**src/shared/dtd_pkg.sv**
```systemverilog
package dtd_pkg;

  // Clock rates used by the timebase divider, plus timestamp width and lag limit
  localparam int MCLK_KHZ = 250000;
  localparam int TB_KHZ   = 10240;
  localparam int TS_W     = 32;
  localparam int TS_LAG_MAX_TICKS = 100;

  // MPEG packet layout
  localparam logic [7:0]  PKT_LAST    = 8'hbb;
  localparam logic [7:0]  POS_PID_HI  = 8'h01;
  localparam logic [7:0]  POS_PID_LO  = 8'h02;
  localparam logic [7:0]  POS_CC      = 8'h03;
  localparam logic [7:0]  POS_PTR     = 8'h04;
  localparam logic [7:0]  POS_MSG     = 8'h05;
  localparam logic [7:0]  POS_HDR_END = 8'h08;
  localparam logic [7:0]  POS_HCS0    = 8'h09;
  localparam logic [7:0]  POS_HCS1    = 8'h0a;
  localparam logic [7:0]  POS_DA      = 8'h0b;
  localparam logic [7:0]  POS_SA      = 8'h11;
  localparam logic [7:0]  POS_MLEN    = 8'h17;
  localparam logic [7:0]  POS_DEST_ACCESS_POINT    = 8'h19;
  localparam logic [7:0]  POS_TS      = 8'h1f;
  localparam logic [7:0]  POS_MSG_END = 8'h22;
  localparam logic [7:0]  TS_BYTE     = 8'h47;
  localparam logic [7:0]  STUFF_BYTE  = 8'hff;
  localparam logic [12:0] PID_MAC     = 13'h1ffe;
  localparam logic [12:0] PID_NULL    = 13'h1fff;
  localparam logic [3:0]  AFC_PAYLOAD = 4'h1;

  // Sync message fields
  localparam logic [1:0]  FRAME_CONTROL_TYPE_MAC     = 2'h3;
  localparam logic [4:0]  FRAME_CONTROL_PARAMETER_TIMING  = 5'h00;
  localparam logic [7:0]  SYNC_MAC_PARM   = 8'h00;
  localparam logic [15:0] SYNC_MAC_LEN    = 16'h0018;
  localparam logic [47:0] SYNC_DA         = 48'h01e02f000001;
  localparam logic [15:0] SYNC_MSG_LEN    = 16'h000a;
  localparam logic [7:0]  NULL_SAP        = 8'h00;
  localparam logic [7:0]  LLC_UI          = 8'h03;
  localparam logic [7:0]  SYNC_VERSION    = 8'h01;
  localparam logic [7:0]  SYNC_TYPE       = 8'h01;
  localparam logic [7:0]  SYNC_RSVD       = 8'h00;
  localparam logic [7:0]  PT_SYNC_B4      = 8'h00;
  localparam logic [7:0]  PT_SYNC_B5      = 8'hc0;
  localparam logic [15:0] CRC_INIT        = 16'hffff;
  localparam logic [15:0] CRC_POLY        = 16'h8408;

  typedef enum logic [1:0] {
    MODE_NONE = 2'b00,
    MODE_PT   = 2'b01,
    MODE_PS   = 2'b10
  } dtd_mode_t;

  typedef enum logic [1:0] {
    K_NULL = 2'b00,
    K_PT   = 2'b01,
    K_SYNC = 2'b10,
    K_DATA = 2'b11
  } dtd_kind_t;

endpackage

```
**src/logic/dtd_datapath.sv**
```systemverilog
// Byte FIFO with registered flags on both sides
module dtd_fifo #(
  parameter int WIDTH = 9,
  parameter int DEPTH = 16
) (
  // Clock and reset
  input  wire logic             mclk,
  input  wire logic             nrst,
  // Fill side
  input  wire logic             in_valid,
  input  wire logic [WIDTH-1:0] in_data,
  output logic                  in_ready,
  // Drain side
  output logic                  out_valid,
  output logic      [WIDTH-1:0] out_data,
  input  wire logic             out_ready
);
  localparam int AW = $clog2(DEPTH);
  logic [WIDTH-1:0] mem [DEPTH];
  logic [AW-1:0]    wr_q;
  logic [AW-1:0]    rd_q;
  logic [AW:0]      cnt_q;
  wire              push = in_valid && in_ready;
  wire              pop  = out_valid && out_ready;
  wire  [AW:0]      cnt_d = cnt_q + (AW+1)'(push) - (AW+1)'(pop);

  assign out_data = mem[rd_q];

  // Storage array has no reset
  always_ff @(posedge mclk) begin
    if (push) begin
      mem[wr_q] <= in_data;
    end
  end

  // Pointers and flags; flags come from flops so the source sees clean ready
  always_ff @(posedge mclk or negedge nrst) begin
    if (!nrst) begin
      wr_q      <= '0;
      rd_q      <= '0;
      cnt_q     <= '0;
      in_ready  <= 1'b1;
      out_valid <= 1'b0;
    end else begin
      wr_q      <= push ? AW'(wr_q + 1'b1) : wr_q;
      rd_q      <= pop ? AW'(rd_q + 1'b1) : rd_q;
      cnt_q     <= cnt_d;
      in_ready  <= cnt_d != (AW+1)'(DEPTH);
      out_valid <= cnt_d != '0;
    end
  end
endmodule

module dtd_datapath
  import dtd_pkg::*;
#(
  parameter bit  SUPPORT_PT = 1'b1,
  parameter bit  SUPPORT_PS = 1'b1,
  parameter int  PS_LEVELS  = 2,
  parameter int  MAX_FLOWS  = 1,
  parameter int  FIFO_DEPTH = 16,
  parameter logic [15:0] SYNC_GUARD = 16'h0010
) (
  // Clock and reset
  input  wire logic        mclk,
  input  wire logic        nrst,
  // Session setup
  input  wire logic        setup_req,
  input  wire logic        setup_has_pt,
  input  wire logic        setup_has_ps,
  input  wire logic [3:0]  setup_levels,
  input  wire logic [3:0]  setup_flows,
  input  wire logic [5:0]  setup_dscp_hi,
  input  wire logic [5:0]  setup_dscp_lo,
  input  wire logic [15:0] setup_sync_interval,
  input  wire logic [47:0] setup_core_mac,
  output logic             setup_accept,
  output logic             setup_reject,
  output logic [1:0]       session_mode,
  // Timebase
  input  wire logic        ts_load,
  input  wire logic [31:0] ts_load_value,
  output logic [31:0]      ts_now,
  // Passthrough packet bytes
  input  wire logic        pt_valid,
  input  wire logic [7:0]  pt_data,
  input  wire logic        pt_sop,
  output logic             pt_ready,
  // Low-latency packet-stream receiver
  input  wire logic        ps_hi_valid,
  input  wire logic [7:0]  ps_hi_data,
  input  wire logic        ps_hi_last,
  output logic             ps_hi_ready,
  // Higher-latency packet-stream receiver
  input  wire logic        ps_lo_valid,
  input  wire logic [7:0]  ps_lo_data,
  input  wire logic        ps_lo_last,
  output logic             ps_lo_ready,
  // RF byte stream
  input  wire logic        rf_ready,
  output logic             rf_valid,
  output logic [7:0]       rf_data,
  output logic             rf_sop
);

  // Session and timing state
  dtd_mode_t    mode_q;
  logic [15:0]  interval_q;
  logic [47:0]  core_mac_q;
  logic [17:0]  acc_q;
  logic [31:0]  ts_q;
  logic [15:0]  elapsed_q;
  // Packet engine state
  dtd_kind_t    kind_q;
  logic [7:0]   pos_q;
  logic [3:0]   cc_q;
  logic         mid_frame_q;
  logic         frame_done_q;
  logic         sel_lo_q;
  logic         pt_pusi_q;
  logic         pt_b4_zero_q;
  logic         pt_sync_q;
  logic [31:0]  ts_hold_q;
  logic [15:0]  crc_q;

  // Queue drain side
  logic         pt_v;
  logic [8:0]   pt_head;
  logic         hi_v;
  logic [8:0]   hi_head;
  logic         lo_v;
  logic [8:0]   lo_head;
  logic         pt_pop;
  logic         hi_pop;
  logic         lo_pop;

  // Each receiver feeds its own queue; the passthrough path is a third
  dtd_fifo #(.WIDTH(9), .DEPTH(FIFO_DEPTH)) u_pt_q (
    .mclk(mclk), .nrst(nrst),
    .in_valid(pt_valid), .in_data({pt_sop, pt_data}), .in_ready(pt_ready),
    .out_valid(pt_v), .out_data(pt_head), .out_ready(pt_pop)
  );
  dtd_fifo #(.WIDTH(9), .DEPTH(FIFO_DEPTH)) u_hi_q (
    .mclk(mclk), .nrst(nrst),
    .in_valid(ps_hi_valid), .in_data({ps_hi_last, ps_hi_data}), .in_ready(ps_hi_ready),
    .out_valid(hi_v), .out_data(hi_head), .out_ready(hi_pop)
  );
  dtd_fifo #(.WIDTH(9), .DEPTH(FIFO_DEPTH)) u_lo_q (
    .mclk(mclk), .nrst(nrst),
    .in_valid(ps_lo_valid), .in_data({ps_lo_last, ps_lo_data}), .in_ready(ps_lo_ready),
    .out_valid(lo_v), .out_data(lo_head), .out_ready(lo_pop)
  );

  // Session admission checks
  wire both_types = setup_has_pt && setup_has_ps;
  wire pt_ok  = SUPPORT_PT && setup_levels == 4'h1;
  wire ps_ok  = SUPPORT_PS && setup_levels >= 4'h2
                && setup_levels <= 4'(PS_LEVELS)
                && setup_dscp_hi != setup_dscp_lo;
  wire flows_ok = setup_flows != 4'h0 && setup_flows <= 4'(MAX_FLOWS);
  wire setup_ok = !both_types && flows_ok
                  && ((setup_has_pt && pt_ok) || (setup_has_ps && ps_ok));

  // Accepted setups replace the session; refused ones leave it alone
  always_ff @(posedge mclk or negedge nrst) begin
    if (!nrst) begin
      mode_q       <= MODE_NONE;
      interval_q   <= '0;
      core_mac_q   <= '0;
      setup_accept <= 1'b0;
      setup_reject <= 1'b0;
    end else begin
      setup_accept <= setup_req && setup_ok;
      setup_reject <= setup_req && !setup_ok;
      if (setup_req && setup_ok) begin
        mode_q     <= setup_has_pt ? MODE_PT : MODE_PS;
        interval_q <= setup_sync_interval;
        core_mac_q <= setup_core_mac;
      end
    end
  end
  assign session_mode = mode_q;

  // Fractional divider gives the 10.24 MHz tick from the 250 MHz clock
  wire [17:0] acc_sum = acc_q + 18'(TB_KHZ);
  wire        tb_tick = acc_sum >= 18'(MCLK_KHZ);

  // Timestamp counter; loading from the external time keeps the lag at zero
  always_ff @(posedge mclk or negedge nrst) begin
    if (!nrst) begin
      acc_q <= '0;
      ts_q  <= '0;
    end else begin
      acc_q <= tb_tick ? 18'(acc_sum - 18'(MCLK_KHZ)) : acc_sum;
      if (ts_load) begin
        ts_q <= ts_load_value;
      end else if (tb_tick) begin
        ts_q <= ts_q + 32'h1;
      end
    end
  end
  assign ts_now = ts_q;

  // Byte handshake toward RF and the choice of packet kind at each start
  wire adv      = !rf_valid || rf_ready;
  wire at_start = pos_q == 8'h00;
  wire [16:0] due_sum = {1'b0, elapsed_q} + {1'b0, SYNC_GUARD};
  wire sync_due = mode_q == MODE_PS && due_sum >= {1'b0, interval_q};
  wire pt_skip  = mode_q == MODE_PT && pt_v && !pt_head[8];
  dtd_kind_t kind_new;
  always_comb begin
    kind_new = K_NULL;
    if (mode_q == MODE_PT && pt_v && pt_head[8]) begin
      kind_new = K_PT;
    end else if (mode_q == MODE_PS) begin
      if (sync_due && !mid_frame_q) begin
        kind_new = K_SYNC;
      end else if (mid_frame_q || hi_v || lo_v) begin
        kind_new = K_DATA;
      end
    end
  end
  dtd_kind_t cur_kind;
  assign cur_kind = at_start ? kind_new : kind_q;

  // Strict priority: the low-latency queue wins at each frame boundary
  wire sel_lo    = at_start && !mid_frame_q ? !hi_v : sel_lo_q;
  wire q_v       = sel_lo ? lo_v : hi_v;
  wire [8:0] q_h = sel_lo ? lo_head : hi_head;
  // Frame state cannot move before the pointer byte, so it decides the header directly
  wire data_pusi = !mid_frame_q;
  wire data_slot = (pos_q == POS_PTR && !data_pusi) || pos_q >= POS_MSG;

  // Header check sequence over the four header bytes
  function automatic logic [15:0] crc_byte(input logic [15:0] c, input logic [7:0] b);
    logic [15:0] r;
    r = c;
    for (int i = 0; i < 8; i++) begin
      r = (r[0] ^ b[i]) ? ((r >> 1) ^ CRC_POLY) : (r >> 1);
    end
    return r;
  endfunction

  // Sync message bytes by packet position
  logic [7:0] sync_b;
  always_comb begin
    int k;
    k = 0;
    sync_b = STUFF_BYTE;
    if (pos_q == POS_MSG) begin
      sync_b = {FRAME_CONTROL_TYPE_MAC, FRAME_CONTROL_PARAMETER_TIMING, 1'b0};
    end else if (pos_q == POS_MSG + 8'h01) begin
      sync_b = SYNC_MAC_PARM;
    end else if (pos_q == POS_MSG + 8'h02) begin
      sync_b = SYNC_MAC_LEN[15:8];
    end else if (pos_q == POS_HDR_END) begin
      sync_b = SYNC_MAC_LEN[7:0];
    end else if (pos_q == POS_HCS0) begin
      sync_b = ~crc_q[7:0];
    end else if (pos_q == POS_HCS1) begin
      sync_b = ~crc_q[15:8];
    end else if (pos_q >= POS_DA && pos_q < POS_SA) begin
      k = 40 - 8 * int'(pos_q - POS_DA);
      sync_b = SYNC_DA[k +: 8];
    end else if (pos_q >= POS_SA && pos_q < POS_MLEN) begin
      k = 40 - 8 * int'(pos_q - POS_SA);
      sync_b = core_mac_q[k +: 8];
    end else if (pos_q == POS_MLEN) begin
      sync_b = SYNC_MSG_LEN[15:8];
    end else if (pos_q == POS_MLEN + 8'h01) begin
      sync_b = SYNC_MSG_LEN[7:0];
    end else if (pos_q == POS_DEST_ACCESS_POINT || pos_q == POS_DEST_ACCESS_POINT + 8'h01) begin
      sync_b = NULL_SAP;
    end else if (pos_q == POS_DEST_ACCESS_POINT + 8'h02) begin
      sync_b = LLC_UI;
    end else if (pos_q == POS_DEST_ACCESS_POINT + 8'h03) begin
      sync_b = SYNC_VERSION;
    end else if (pos_q == POS_DEST_ACCESS_POINT + 8'h04) begin
      sync_b = SYNC_TYPE;
    end else if (pos_q == POS_DEST_ACCESS_POINT + 8'h05) begin
      sync_b = SYNC_RSVD;
    end else if (pos_q >= POS_TS && pos_q <= POS_MSG_END) begin
      k = 24 - 8 * int'(pos_q - POS_TS);
      sync_b = ts_hold_q[k +: 8];
    end
  end

  // Timestamp byte that overwrites a passthrough sync
  wire in_ts   = pos_q >= POS_TS && pos_q <= POS_MSG_END;
  wire [4:0] ts_sh = 5'(8'h18 - ((pos_q - POS_TS) << 3));
  wire [7:0] ts_b  = 8'(ts_hold_q >> ts_sh);
  wire pt_sync_now = pos_q == POS_MSG && pt_pusi_q && pt_b4_zero_q
                     && pt_head[7:0] == PT_SYNC_B5;

  // Byte produced for the current position, and whether it is ready
  logic [7:0] byte_d;
  logic       have;
  always_comb begin
    byte_d = STUFF_BYTE;
    have   = 1'b1;
    if (pos_q == 8'h00 && cur_kind != K_PT) begin
      byte_d = TS_BYTE;
      have   = !pt_skip;
    end else begin
      case (cur_kind)
        K_NULL: begin
          if (pos_q == POS_PID_HI) begin
            byte_d = {3'b000, PID_NULL[12:8]};
          end else if (pos_q == POS_PID_LO) begin
            byte_d = PID_NULL[7:0];
          end else if (pos_q == POS_CC) begin
            byte_d = {AFC_PAYLOAD, 4'h0};
          end
        end
        K_PT: begin
          have   = pt_v;
          byte_d = (pt_sync_q && in_ts) ? ts_b : pt_head[7:0];
        end
        K_SYNC, K_DATA: begin
          if (pos_q == POS_PID_HI) begin
            byte_d = {1'b0, cur_kind == K_SYNC || data_pusi, 1'b0, PID_MAC[12:8]};
          end else if (pos_q == POS_PID_LO) begin
            byte_d = PID_MAC[7:0];
          end else if (pos_q == POS_CC) begin
            byte_d = {AFC_PAYLOAD, cc_q};
          end else if (pos_q == POS_PTR && (cur_kind == K_SYNC || data_pusi)) begin
            byte_d = 8'h00;
          end else if (cur_kind == K_SYNC) begin
            byte_d = sync_b;
          end else if (data_slot && !frame_done_q) begin
            byte_d = q_h[7:0];
            have   = q_v;
          end
        end
        default: begin
          byte_d = STUFF_BYTE;
        end
      endcase
    end
  end

  // Queue pops follow the emitted bytes, except passthrough bytes without a start flag, dropped at a packet start
  wire step     = adv && have;
  wire data_pop = step && cur_kind == K_DATA && pos_q != 8'h00 && data_slot
                  && !frame_done_q && !(pos_q == POS_PTR && data_pusi);
  assign pt_pop = (step && cur_kind == K_PT) || (at_start && pt_skip);
  assign hi_pop = data_pop && !sel_lo;
  assign lo_pop = data_pop && sel_lo;

  // Output byte register and packet position
  always_ff @(posedge mclk or negedge nrst) begin
    if (!nrst) begin
      rf_valid <= 1'b0;
      rf_data  <= '0;
      rf_sop   <= 1'b0;
      pos_q    <= '0;
      kind_q   <= K_NULL;
    end else if (adv) begin
      rf_valid <= have;
      rf_data  <= byte_d;
      rf_sop   <= at_start;
      if (have) begin
        pos_q  <= pos_q == PKT_LAST ? 8'h00 : 8'(pos_q + 8'h01);
        kind_q <= cur_kind;
      end
    end
  end

  // Frame tracking across packets; a frame ending early stuffs the rest
  always_ff @(posedge mclk or negedge nrst) begin
    if (!nrst) begin
      mid_frame_q  <= 1'b0;
      frame_done_q <= 1'b0;
      sel_lo_q     <= 1'b0;
      cc_q         <= '0;
    end else begin
      if (step && at_start) begin
        frame_done_q <= 1'b0;
        sel_lo_q     <= sel_lo;
      end
      if (step && pos_q == POS_CC && kind_q != K_NULL && kind_q != K_PT) begin
        cc_q <= cc_q + 4'h1;
      end
      if (data_pop) begin
        mid_frame_q  <= !q_h[8];
        frame_done_q <= q_h[8];
      end
    end
  end

  // Passthrough inspection, timestamp capture and header check sequence
  always_ff @(posedge mclk or negedge nrst) begin
    if (!nrst) begin
      pt_pusi_q    <= 1'b0;
      pt_b4_zero_q <= 1'b0;
      pt_sync_q    <= 1'b0;
      ts_hold_q    <= '0;
      crc_q        <= CRC_INIT;
    end else if (step) begin
      if (pos_q == POS_PID_HI) begin
        pt_pusi_q <= cur_kind == K_PT ? pt_head[6] : data_pusi;
      end
      if (pos_q == POS_PTR) begin
        pt_b4_zero_q <= pt_head[7:0] == PT_SYNC_B4;
      end
      if (at_start) begin
        pt_sync_q <= 1'b0;
      end else if (pos_q == POS_MSG) begin
        pt_sync_q <= cur_kind == K_PT && pt_sync_now;
        ts_hold_q <= ts_q;
      end
      if (pos_q == POS_MSG) begin
        crc_q <= crc_byte(CRC_INIT, byte_d);
      end else if (pos_q > POS_MSG && pos_q <= POS_HDR_END) begin
        crc_q <= crc_byte(crc_q, byte_d);
      end
    end
  end

  // Ticks since the last inserted sync, saturating
  always_ff @(posedge mclk or negedge nrst) begin
    if (!nrst) begin
      elapsed_q <= '0;
    end else if (step && at_start && cur_kind == K_SYNC) begin
      elapsed_q <= '0;
    end else if (tb_tick && elapsed_q != 16'hffff) begin
      elapsed_q <= elapsed_q + 16'h1;
    end
  end

endmodule

```
**config.mk**
```make
export PLATFORM = sky130hd
export DESIGN_NAME = dtd_datapath
export DESIGN_NICKNAME = d
export VERILOG_FILES = /design/src/shared/dtd_pkg.sv /design/src/logic/dtd_datapath.sv
export SDC_FILE = /design/constraint.sdc
export NUM_CORES = 1
export LEC_CHECK = 0
export BUFFER_PORTS_ARGS = -buffer_cell sky130_fd_sc_hd__buf_2
export CAP_MARGIN = 5
export CORE_ASPECT_RATIO = 0.9
export CORE_MARGIN = 10
export CORE_UTILIZATION = 55
export CTS_CLUSTER_SIZE = 14
export DETAILED_ROUTE_END_ITERATION = 7
export PLACE_DENSITY = 0.77
export SLEW_MARGIN = 20
export SYNTH_ARGS = -nofsm -noshare
export SYNTH_HDL_FRONTEND = slang
export SYNTH_HIERARCHICAL = 1
export SYNTH_SLANG_ARGS = --single-unit
```
**constraint.sdc**
```tcl
create_clock -name mclk -period 5.26 [get_ports mclk]
set_clock_uncertainty 0.15 [all_clocks]
set_input_delay 0.526 -clock mclk [delete_from_list [all_inputs] [get_ports mclk]]
set_output_delay 0.526 -clock mclk [all_outputs]
set_load 0.01 [all_outputs]
```
==> impl_summary.md <==
Routing
The remaining antenna violation count after routing is 0. The number of detailed-route iterations in the first pass is 5. The via-per-instance ratio is between 5 and 6. The detailed-route wire length is 77,000 um. The total vias in the final route is about 20,000.

The number of remaining DRC errors is 0. The average wire per standard cell is around 23 um. The detailed router finished its first iteration with 1,847 violations.

Timing
For the pin with the worst max-slew slack, the measured transition is roughly 1.0 ns. Setup repair after global routing could not meet its margin everywhere. Setup violations remaining at the end of the flow were counted as 0. Setup total negative slack on the finished layout was measured at 0 ns. The time the final worst path needs with I/O delays and setup is between 5 and 6 ns.

The final number of hold-violating endpoints was 0. Measured against its own limit, the worst slew margin works out to 30.2%. In the finished design, the share of the clock period the worst path needs comes to 98.7%.

Static timing analysis puts the maximum clock frequency at about 0.19 GHz. The number of max-slew violations in the final report is 0.

Worst hold path
The worst min-delay path category is in -> reg.

Logic synthesis
Ranked by instance count, the synthesized netlist is headed by edfxtp_1, dfrtp_1, nand2_1. Sequential cells were found to cover approximately 61% of the synthesized design area. The Yosys warning count is 6. The most used flip-flop cell after synthesis is edfxtp_1. After synthesis, the share of flip-flops with an asynchronous set or reset is a little under two fifths.

Counting every instance in the synthesized netlist gives approximately 2,200. The most frequent cell after synthesis is edfxtp_1. The synthesized design contains roughly 430 enable-type register cells. The mean area per synthesized cell is approximately 14 um^2. The count of different cell masters after synthesis is 98. The number of nets in the synthesized netlist is between 2,000 and 2,500. The top cell type by area accounts for between 40 and 50% of the synthesized area.

By area the synthesized netlist is led by edfxtp_1, dfrtp_1, mux4_2, mux4_1, mux2_2. The synthesized netlist occupies a cell area of 31,800 um^2. The register bit count reported by yosys is a little under 700. The biggest area contributor in the post-synthesis netlist is edfxtp_1.

Global routing
The number of global-route vias before repair was 20,526. The global-route usage over all layers is 22.5%. The global route total overflow is 0. The initial antenna violation count was 0. The maximum number of pins on one net before global-route repair is 150. The first-pass GRT wire length is 119,000 um.

Flow run
Across the run, the number of max-cap violations was 0.

Cells and area
The post-layout utilization of the core is between 60% and 70%. The fraction of layout cells with a size suffix above 1 is between 20% and 30%. The signed area change from the synthesized netlist to the final layout is 17.4%. The final layout net count is approximately 2,800. The number of inserted filler cells in the final layout is approximately 4,000.

Die
The starting utilization of the core area is between 50% and 60%. The chip width is 273 um. The floorplan has 83 rows. The floorplan die area is a little under 70,000 um^2. The height of the chip is between 200 and 250 um. The placeable core region is between 50,000 and 60,000 um^2. The top-level port count is 202.

Worst setup path
For the worst setup path, the data required time is approximately 5.6 ns. The worst setup path is launched from a register. The worst setup path is captured at a register.

The largest fanout on the critical path is 4. The class of the most critical setup path is reg -> reg. At the worst endpoint, the arrival time is about 5.6 ns.

CTS
The CTS tree is yes. The clock passes through at most 3 buffers. The H-tree level count is 3. After clock tree synthesis, the clock-pin slew on the worst setup and hold paths is approximately 0.060 ns. Clock tree synthesis selected as its root buffer the cell clkbuf_16. The number of buffers created by CTS is 71. Counting every sink on the clock net gives 685.

For the worst-skew pair, the clock arrives at the later sink with an insertion delay of roughly 0.64 ns.

Outcome
The run finished with clean final reports.

Place
The congestion estimate from routability-driven global placement came to 0.915. The half-perimeter wire length of the detailed placement result is between 50,000 and 60,000 um. In this run the tool buffered the top-level ports with about 200 buffer cells.

Power and ir drop
The power density over the cells is 531 nW/um^2. The leakage power of the design is between 10 and 15 nW. The maximum vdd ir drop is roughly 0.34 mV. The total power after layout is 19.8 mW.
-- critical path: stages, from the launching register on --
cell,delay [ns]
dfrtp_1,0.43
nand4_1,0.21
nor2_4,0.20
nand3_2,0.11
xnor2_2,0.17
ha_1,0.30
nand3_2,0.06
a2111o_1,0.48
o21ai_4,0.27
a31o_4,0.21
mux2i_4,0.08
a21oi_2,0.17
nand4_1,0.22
nor2_2,0.17
and2_4,0.18
ha_4,0.19
inv_2,0.06
ha_4,0.13
inv_2,0.04
fa_1,0.53
nor2b_4,0.16
nand3b_1,0.11
mux2i_2,0.20
a21bo_2,0.25
-- final timing paths --
kind	startpoint	endpoint	slack [ns]	cells past startpoint
worst min-delay path	setup_core_mac[17]	core_mac_q[17]$_DFFE_PN0P_	0.03	2
worst max-delay path	elapsed_q[10]$_DFFE_PN0P_	u_hi_q/out_valid$_DFF_PN0_	0.07	23
worst min register to register	cc_q[3]$_DFFE_PN0P_	cc_q[3]$_DFFE_PN0P_	0.32	1
max in group asynchronous	nrst	ts_hold_q[5]$_DFFE_PN0P_	3.49	3
worst max register to register	elapsed_q[10]$_DFFE_PN0P_	u_hi_q/out_valid$_DFF_PN0_	0.07	23
min in group asynchronous	nrst	setup_accept$_DFF_PN0_	0.27	2
-- cell usage in the layout (no fill, tap or decap), types with 8 or more instances in the layout --
cell,synthesis,final
nor2b_1,24,22
nor4_1,11,10
o31ai_1,10,10
nor3_1,25,25
ha_1,63,57
mux2_2,99,99
edfxtp_1,432,432
and3_1,30,30
mux4_1,45,45
dfrtp_1,234,227
dlygate4sd3_1,0,94
xnor2_1,79,78
bufinv_16,0,8
a22oi_1,66,66
clkbuf_1,61,15
clkinv_1,0,15
a21o_1,11,11
inv_1,65,61
nor2_1,103,96
o21ai_0,106,105
xor2_1,68,65
clkbuf_16,0,72
nand2b_1,16,16
nand2_1,206,206
and2_1,44,41
mux2i_1,30,28
dfstp_2,19,19
mux4_2,79,79
nand3_1,55,49
a21oi_1,49,47
buf_2,32,200
buf_4,2,69
nand4_1,18,18
-- flip-flops by register name (all words and copies together) (netlist names), 32 cells and up --
register    count
ts_now         32
core_mac_q     48
u_lo_q/mem    144
u_pt_q/mem    144
ts_hold_q      32
u_hi_q/mem    144
-- cells by family (layout without fill, tap and decap cells) --
group | Yosys count | in the layout | synth area share (%)
buffers and inverters | 182 | 563 | 2.68
AOI/OAI and AO/OA | 321 | 321 | 6.74
muxes | 253 | 253 | 13.8
other | 0 | 1 | 0
and+or+nand+nor | 579 | 579 | 9.13
xor gates and xnor gates | 149 | 149 | 4.15
DFF | 685 | 685 | 60.8
adders and majority gates | 67 | 67 | 2.70
-- stage by stage --
step	area, um^2	cells	setup slack [ns]	hold slack, ns
after floorplan	31800	2236	0.0210	0.0804
after global placement	33600	3143	0.0775	0.314
after detailed placement	33600	3143	-0.110	0.318
after CTS	37000	3368	0.0182	0.000459
after global routing	37300	3382	-0.162	0.0213
final	37300	3383	0.0687	0.0274
-- metal layers --
| metal | global-route usage, % | up-vias | routed length, um |
|---|---|---|---|
| met5 | 0 | - | 0 |
| met1 | 30.3 | 10211 | 31900 |
| met2 | 36.5 | 805 | 37500 |
| li1 | - | 9071 | - |
| met4 | 7.49 | 0 | 2020 |
| met3 | 4.68 | 131 | 5560 |
-- report_power, final --
group / internal [mW] / total (mW) / switching, mW / leakage [nW]
Sequential: 6.68 / 7.37 / 0.692 / 6.98
Clock: 2.98 / 5.09 / 2.11 / 1.14
Combinational: 3.18 / 7.36 / 4.17 / 6.31
-- cell type report --
class                      count  area [um^2]  share of cell area [%]
sequential                   685        19300                    51.8
timing repair buffer         368         2540                    6.80
tap                          765          957                    2.57
clock inverter                39          449                    1.20
antenna                        1         2.50                 0.00671
clock buffer                  90         1900                    5.09
multi-input combinational   1369        11900                    31.8
inverter                      66          248                   0.664
-- timing repair --
action | in CTS | in global routing
endpoints found under the hold margin | 143 | 0
gates resized for setup | 10 | 45
setup endpoints to repair | 2 | 8
setup buffers | 2 | 14
hold buffers | 94 | 0
pin swaps | 5 | 22
(Power assumes the default switching activity.)
